<file path="src/hdl/ctc_pkg.sv">
// constants for the charger top-off and termination voltage configuration bank
package ctc_pkg;
    // ==============================================================
    // register map
    localparam logic [7:0] ADDR_TOPOFF = 8'h19;
    localparam logic [7:0] ADDR_CV_VOLTAGE = 8'h1a;
    localparam int POS_SYS_FOLLOW_DIS = 7;
    localparam int POS_OVC_DEBOUNCE = 6;
    localparam int POS_DURATION_LSB = 3;
    localparam int POS_THRESHOLD_LSB = 0;
    localparam int POS_CV_LSB = 0;
    localparam int POS_SPARE_LSB = 6;
    localparam logic [7:0] RST_TOPOFF = 8'h98;
    localparam logic [7:0] RST_CV_VOLTAGE = 8'h00;
    // ==============================================================
    // decode constants
    localparam logic [12:0] THRESH_BASE_MA = 13'h0064;
    localparam logic [12:0] THRESH_STEP_MA = 13'h0064;
    localparam logic [2:0] THRESH_MAX_CODE = 3'h5;
    localparam logic [13:0] CV_BASE_MV = 14'h1f40;
    localparam logic [13:0] CV_STEP_MV = 14'h0014;
    localparam logic [12:0] DURATION_SHORT_S = 13'h001e;
    localparam logic [12:0] DURATION_STEP_S = 13'h0258;
    localparam int TRACK_PCT = 104;
    // ==============================================================
    // timing
    localparam int CLK_KHZ = 100000;
    localparam int OCP_SHORT_MS = 6;
    localparam int OCP_LONG_MS = 100;
    localparam int OCP_SHORT_CYCLES = OCP_SHORT_MS * CLK_KHZ;
    localparam int OCP_LONG_CYCLES = OCP_LONG_MS * CLK_KHZ;
    localparam int CYCLES_PER_SEC = CLK_KHZ * 1000;
    // ==============================================================
    // detail status codes and top-off state encoding
    localparam logic [3:0] DETAIL_OTHER = 4'h0;
    localparam logic [3:0] DETAIL_TOPOFF = 4'h4;
    typedef enum logic [1:0] {
        ST_IDLE = 2'b01,
        ST_TOPOFF = 2'b10
    } ctc_state_e;
endpackage : ctc_pkg

</file>
<file path="src/hdl/ctc_topoff_timer.sv">
// top-off timer counting whole seconds of the selected duration
`timescale 1ns/1ps
`default_nettype none
module ctc_topoff_timer #(
    parameter int TICKS_PER_SEC = ctc_pkg::CYCLES_PER_SEC
) (
    input wire logic clk,
    input wire logic resetn,
    input wire logic start,
    input wire logic active,
    input wire logic [12:0] duration_s,
    output logic expired
);
    import ctc_pkg::*;
    logic [31:0] tick_q;
    logic [12:0] sec_q;
    logic run_q;
    wire tick_wrap = (tick_q == 32'(TICKS_PER_SEC - 1));
    wire reached = (sec_q >= duration_s);

    // ==============================================================
    // counters
    // restart on entry
    always_ff @(posedge clk or negedge resetn) begin
        if (!resetn) begin
            tick_q <= 32'h0;
            sec_q <= 13'h0;
            run_q <= 1'b0;
        end else if (start) begin
            tick_q <= 32'h0;
            sec_q <= 13'h0;
            run_q <= 1'b1;
        end else if (!active || reached) begin
            run_q <= 1'b0;
        end else if (run_q) begin
            tick_q <= tick_wrap ? 32'h0 : tick_q + 32'h1;
            if (tick_wrap) begin
                sec_q <= sec_q + 13'h1;
            end
        end
    end
    assign expired = active && !run_q && !start;
endmodule : ctc_topoff_timer
`default_nettype wire

</file>
<file path="src/hdl/ctc_topoff_cv_config.sv">
// charger top-off and termination voltage configuration registers
`timescale 1ns/1ps
`default_nettype none
module ctc_topoff_cv_config #(
    parameter int OCP_SHORT = ctc_pkg::OCP_SHORT_CYCLES,
    parameter int OCP_LONG = ctc_pkg::OCP_LONG_CYCLES,
    parameter int TICKS_PER_SEC = ctc_pkg::CYCLES_PER_SEC
) (
    input wire logic CLK,
    input wire logic RESETN,
    input wire logic [7:0] REG_ADDR,
    input wire logic REG_WR,
    input wire logic [7:0] REG_WDATA,
    output logic [7:0] REG_RDATA,
    input wire logic [12:0] CHARGE_CURRENT_MA,
    input wire logic CV_MODE,
    input wire logic [13:0] VBATT_MV,
    input wire logic [13:0] SYSTEM_VOLTAGE_FLOOR_MV,
    input wire logic BATT_SYS_OVERCURRENT,
    input wire logic TEMPERATURE_PROFILE_ENABLE,
    input wire logic TEMP_WARM,
    input wire logic [5:0] COOL_TERMINATION_VOLTAGE,
    input wire logic [5:0] WARM_TERMINATION_VOLTAGE,
    output logic [14:0] SYS_TARGET_MV,
    output logic [13:0] TERMINATION_MV,
    output logic [12:0] TOPOFF_THRESHOLD_MA,
    output logic SWITCHER_DISABLE,
    output logic CHARGER_EVENT_INTERRUPT,
    output logic [3:0] CHARGER_DETAIL_STATUS,
    output logic TOPOFF_TIMER_EXPIRED
);
    import ctc_pkg::*;
    localparam int SW = 13 + 1 + 14 + 14 + 1 + 1 + 1 + 6 + 6;

    // ==============================================================
    // input synchroniser
    logic [SW-1:0] meta_q;
    logic [SW-1:0] sync_q;
    wire [SW-1:0] raw = {CHARGE_CURRENT_MA, CV_MODE, VBATT_MV, SYSTEM_VOLTAGE_FLOOR_MV,
        BATT_SYS_OVERCURRENT, TEMPERATURE_PROFILE_ENABLE, TEMP_WARM,
        COOL_TERMINATION_VOLTAGE, WARM_TERMINATION_VOLTAGE};
    always_ff @(posedge CLK or negedge RESETN) begin
        if (!RESETN) begin
            meta_q <= '0;
            sync_q <= '0;
        end else begin
            meta_q <= raw;
            sync_q <= meta_q;
        end
    end
    wire [12:0] s_current = sync_q[SW-1 -: 13];
    wire s_cv_mode = sync_q[SW-14];
    wire [13:0] s_vbatt = sync_q[SW-15 -: 14];
    wire [13:0] s_floor = sync_q[SW-29 -: 14];
    wire s_ovc = sync_q[14];
    wire s_prof_en = sync_q[13];
    wire s_warm = sync_q[12];
    wire [5:0] s_cool_code = sync_q[11:6];
    wire [5:0] s_warm_code = sync_q[5:0];

    // ==============================================================
    // registers
    logic [7:0] topoff_q;
    logic [7:0] cv_q;
    logic [7:0] rdata_q;
    wire wr_topoff = REG_WR && (REG_ADDR == ADDR_TOPOFF);
    wire wr_cv = REG_WR && (REG_ADDR == ADDR_CV_VOLTAGE);
    always_ff @(posedge CLK or negedge RESETN) begin
        if (!RESETN) begin
            topoff_q <= RST_TOPOFF;
            cv_q <= RST_CV_VOLTAGE;
        end else begin
            if (wr_topoff) begin
                topoff_q <= REG_WDATA;
            end
            if (wr_cv) begin
                cv_q <= REG_WDATA;
            end
        end
    end
    wire sys_follow_disable = topoff_q[POS_SYS_FOLLOW_DIS];
    wire batt_sys_overcurrent_debounce = topoff_q[POS_OVC_DEBOUNCE];
    wire [2:0] topoff_duration = topoff_q[POS_DURATION_LSB +: 3];
    wire [2:0] topoff_current_threshold = topoff_q[POS_THRESHOLD_LSB +: 3];
    wire [5:0] charge_termination_voltage = cv_q[POS_CV_LSB +: 6];

    // ==============================================================
    // readback
    // threshold read returns live field
    wire [7:0] rd_mux = (REG_ADDR == ADDR_TOPOFF) ? topoff_q :
        (REG_ADDR == ADDR_CV_VOLTAGE) ? cv_q : 8'h00;
    always_ff @(posedge CLK or negedge RESETN) begin
        if (!RESETN) begin
            rdata_q <= 8'h00;
        end else begin
            rdata_q <= rd_mux;
        end
    end
    assign REG_RDATA = rdata_q;

    // ==============================================================
    // decoders
    // threshold saturates at 600 mA
    wire [2:0] thr_code = (topoff_current_threshold > THRESH_MAX_CODE) ?
        THRESH_MAX_CODE : topoff_current_threshold;
    wire [12:0] thr_ma = THRESH_BASE_MA + 13'(THRESH_STEP_MA * thr_code);
    // profile enable selects cool or warm code
    wire [5:0] cv_code = s_prof_en ? (s_warm ? s_warm_code : s_cool_code) :
        charge_termination_voltage;
    // 8.000 V base, 20 mV per step
    wire [13:0] cv_mv = CV_BASE_MV + 14'(CV_STEP_MV * cv_code);
    wire [12:0] dur_s = (topoff_duration == 3'h0) ? DURATION_SHORT_S :
        13'(DURATION_STEP_S * topoff_duration);
    wire [20:0] batt_scaled = 21'(s_vbatt) * 21'(TRACK_PCT);
    wire [14:0] batt_track = 15'(batt_scaled / 21'd100);
    wire [14:0] track_mv = (batt_track > 15'(s_floor)) ? batt_track : 15'(s_floor);
    wire [14:0] sys_mv = sys_follow_disable ? 15'(cv_mv) : track_mv;

    // ==============================================================
    // overcurrent debounce
    logic [31:0] ovc_cnt_q;
    logic sw_dis_q;
    wire [31:0] ovc_limit = batt_sys_overcurrent_debounce ? 32'(OCP_LONG) : 32'(OCP_SHORT);
    always_ff @(posedge CLK or negedge RESETN) begin
        if (!RESETN) begin
            ovc_cnt_q <= 32'h0;
            sw_dis_q <= 1'b0;
        end else if (!s_ovc) begin
            ovc_cnt_q <= 32'h0;
            sw_dis_q <= 1'b0;
        end else if (ovc_cnt_q < ovc_limit - 32'h1) begin
            ovc_cnt_q <= ovc_cnt_q + 32'h1;
        end else begin
            sw_dis_q <= 1'b1;
        end
    end

    // ==============================================================
    // top-off state machine
    ctc_state_e state_q;
    ctc_state_e state_d;
    logic irq_q;
    wire enter_topoff = (state_q == ST_IDLE) && s_cv_mode && (s_current <= thr_ma);
    always_comb begin
        state_d = state_q;
        case (state_q)
            ST_IDLE: begin
                if (enter_topoff) begin
                    state_d = ST_TOPOFF;
                end
            end
            ST_TOPOFF: begin
                if (!s_cv_mode) begin
                    state_d = ST_IDLE;
                end
            end
            default: state_d = ST_IDLE;
        endcase
    end
    always_ff @(posedge CLK or negedge RESETN) begin
        if (!RESETN) begin
            state_q <= ST_IDLE;
            irq_q <= 1'b0;
        end else begin
            state_q <= state_d;
            irq_q <= enter_topoff;
        end
    end
    wire in_topoff = (state_q == ST_TOPOFF);

    ctc_topoff_timer #(
        .TICKS_PER_SEC(TICKS_PER_SEC)
    ) u_timer (
        .clk(CLK),
        .resetn(RESETN),
        .start(irq_q),
        .active(in_topoff),
        .duration_s(dur_s),
        .expired(TOPOFF_TIMER_EXPIRED)
    );

    // ==============================================================
    // output flops
    always_ff @(posedge CLK or negedge RESETN) begin
        if (!RESETN) begin
            SYS_TARGET_MV <= 15'h0;
            TERMINATION_MV <= 14'h0;
            TOPOFF_THRESHOLD_MA <= 13'h0;
        end else begin
            SYS_TARGET_MV <= sys_mv;
            TERMINATION_MV <= cv_mv;
            TOPOFF_THRESHOLD_MA <= thr_ma;
        end
    end
    assign SWITCHER_DISABLE = sw_dis_q;
    assign CHARGER_EVENT_INTERRUPT = irq_q;
    assign CHARGER_DETAIL_STATUS = in_topoff ? DETAIL_TOPOFF : DETAIL_OTHER;
endmodule : ctc_topoff_cv_config
`default_nettype wire

</file>
<file path="config.mk">
export PLATFORM = sky130hd
export DESIGN_NAME = ctc_topoff_cv_config
export DESIGN_NICKNAME = d
export VERILOG_FILES = /design/src/hdl/ctc_pkg.sv /design/src/hdl/ctc_topoff_timer.sv /design/src/hdl/ctc_topoff_cv_config.sv
export SDC_FILE = /design/constraint.sdc
export NUM_CORES = 1
export LEC_CHECK = 0
export BUFFER_PORTS_ARGS = -buffer_cell sky130_fd_sc_hd__clkbuf_2
export CAP_MARGIN = 10
export CORE_MARGIN = 2
export CORE_UTILIZATION = 35
export CTS_BUF_LIST = sky130_fd_sc_hd__clkbuf_8
export DETAILED_ROUTE_END_ITERATION = 7
export HOLD_SLACK_MARGIN = 0.08
export PLACE_DENSITY = 0.56
export SLEW_MARGIN = 25
export SYNTH_ARGS = -nofsm -noshare
export SYNTH_HDL_FRONTEND = slang
export SYNTH_SLANG_ARGS = --single-unit
</file>
<file path="constraint.sdc">
create_clock -name CLK -period 15.45 [get_ports CLK]
set_input_delay 0 -clock CLK [delete_from_list [all_inputs] [get_ports CLK]]
set_output_delay 0 -clock CLK [all_outputs]
set_load 0.1 [all_outputs]
</file>
==> out/results.tsv <==
metric	value	unit
synth warn	0	
top cells by area, synth	dfrtp_1 (40%), ha_1 (8.6%), nor2_1 (2.7%), o21ai_0 (2.6%), nand2_1 (2.4%)	
GR peak layer	met2	
Max stage delay on crit path	0.61	ns
Std-Cell Rows	77	
die area	0.0462	mm²
die width	215	µm
FF-to-FF setup slack	0.99	ns
Vias per Instance	5.18	
clock tree sinks	256	
R2R Path End	SYS_TARGET_MV[2]	
Final Hold Viols	0	
WHS Path Cells	3	
initial antenna violation count	0	
maxcap violations	0	
CP Class	flop to flop	
final wirelength	39900	µm
crit-path max FO	11	
1st-iter DRT viols	782	
total negative slack	0	ns
Hold Path Sink	cv_q[6]	
number of port buffers	123	
total core area	0.0441	mm²
Max-Slew Margin vs Limit	0.283	
CTS Buf Count	43	
top achievable clock speed	69.1	MHz
CTS tree	built	
Commonest cells post-synth	dfrtp_1 (252), nor2_1 (112), ha_1 (107), nand2_1 (101), inv_1 (98)	
syn avg cell area	9.87	µm²
area share of the largest cell type after synthesis	0.405	
Cell Area, Synth	0.0156	mm²
CTS root buf	clkbuf_8	
RSZ-0062 raised after global routing	false	
gr ovfl total	0	
CTS max path bufs	3	
Post-Syn Instances	1578	
Area Overhead vs Synth	23.1	%
critical path required time	15.91	ns
first-pass iteration count of the detailed router	5	
GRT met1 Usage	0.238	
Die Span Y	215	µm
hpwl dp	28500	µm
final RePlAce weighted congestion	0.910	
Tcrit/Tclk final	0.936	
Slew Viols, Final	0	
via count	12800	
HP Class	input port to flop	
Setup crit start kind	flop	
R2R cell count	62	
Worst-Margin Slew	1.07	ns
Critical Path AT	14.92	ns
antenna-violating nets left	0	
vias in the first global route	12700	
Setup Viol. Count Final	0	
initial core utilization	0.353	
Async SR Flop Fraction	1.00	
crit path capture type	flop	
met2 Usage GRT	0.276	
post-DR wirelength/cell	16.2	µm
I/O Pins	133	
layout cells sized above 1	0.176	
NumNets Final	2040	
Post-synth EDFFs	0	
Skew-Pair Late Insertion Delay	0.60	ns
Reg-to-Reg Start	sync_q[29]	
Unique masters post-synth	113	
Worst-path clk slew	0.06	ns
largest net degree at the start of global routing	102	
flops & latches, synth	256	
global-route wire length before repair	66200	µm
Crit-path slowest cell	or4b_4	
GR Layer Usage met3	0.0379	
min Tclk post-route	14.46	ns
H-tree depth	2	
largest area contributor in the netlist	dfrtp_1	
ant diodes	0	
status	finished clean	
Hold Crit Start	REG_WDATA[6]	
ys flop type	dfrtp_1	
most frequent cell after synthesis	dfrtp_1	
clock skew	0.0317	ns
DRC viols	0	
register area share after synthesis	0.411	
Total GRT Usage	0.174	
==> per-stage QoR <==
step,util,hold slack [ns],instances,worst slack [ns],instance area [µm²]
global route,0.435,0.198,2467,0.00141,19200
finish,0.435,0.208,2467,0.986,19200
global placement,0.380,0.108,2252,0.627,16800
detailed placement,0.380,0.110,2252,0.402,16800
CTS,0.430,0.156,2459,0.320,19000
floorplan,-,-0.296,1586,2.59,15600
==> worst max-delay path by stage <==
stage	to	cells after the start	slack [ns]	startpoint
floorplan	SYS_TARGET_MV[10]	65	2.59	sync_q[29]
finish	SYS_TARGET_MV[2]	62	0.99	sync_q[29]
global placement	SYS_TARGET_MV[10]	59	0.63	sync_q[29]
detailed placement	SYS_TARGET_MV[2]	59	0.40	sync_q[29]
CTS	SYS_TARGET_MV[2]	60	0.32	sync_q[30]
global route	SYS_TARGET_MV[10]	60	0.001	sync_q[29]
==> layer usage <==
metal / part of all wire / wire length (µm) / vias to the layer above
met3: 0.048 / 1900 / 80
met4: 0.026 / 1050 / 0
met2: 0.46 / 18400 / 281
li1: - / - / 6250
met1: 0.47 / 18500 / 6169
met5: 0 / 0 / -
==> repair_timing <==
item	in CTS	in global routing
setup buffers	0	8
hold buffers	132	0
resized for setup	0	33
endpoints found under the hold margin	194	0
endpoints found under the setup margin	0	14
==> cell usage in the layout (no fill, tap or decap), drive strengths merged, types with 46 or more instances in the layout <==
cell / netlist / layout
a21oi: 77 / 77
nand2: 101 / 101
o21ai: 101 / 101
nor2: 115 / 115
dfrtp: 252 / 252
inv: 101 / 109
nand3: 46 / 46
ha: 107 / 107
dlygate4sd3: 0 / 131
clkbuf: 26 / 174
==> flip-flops by register name (all words and copies together) (netlist names), 2 cells and up <==
register             flops
REG_RDATA                8
SYS_TARGET_MV           15
TERMINATION_MV          12
TOPOFF_THRESHOLD_MA      9
cv_q                     8
meta_q                  57
ovc_cnt_q               32
state_q                  2
sync_q                  57
topoff_q                 8
u_timer.sec_q           13
u_timer.tick_q          32
==> critical path, delay by kind of cell, from the launching register on <==
family | cells | cell delay, ns
compound gates | 32 | 7.16
mux | 1 | 0.17
fa+ha+maj | 6 | 1.62
flops | 1 | 0.53
simple gates | 13 | 3.10
buf+inv | 7 | 0.96
xor+xnor | 3 | 0.76
==> cell families (layout without fill, tap and decap cells) <==
logic type | after synthesis | count (layout) | share of synthesized area
AOI/OAI and AO/OA | 400 | 400 | 0.190
xor gates and xnor gates | 82 | 82 | 0.0475
adders and majority gates | 124 | 124 | 0.105
buffers and inverters | 160 | 449 | 0.0438
DFF | 256 | 256 | 0.411
muxes | 50 | 50 | 0.0344
other | 1 | 9 | 0.000241
and+or+nand+nor | 505 | 505 | 0.168
==> final cells by class <==
cell class	count	area, µm²
multi-input cells	1170	8680
fillers	4302	24900
repair buffers	273	2100
clock buffers	52	716
inverters	101	383
well taps	592	741
clock inverters	23	144
flip-flops and latches	256	6410
Power is not shown: default switching activity piles up to over one toggle a cycle in this logic, so the estimate is an artifact.
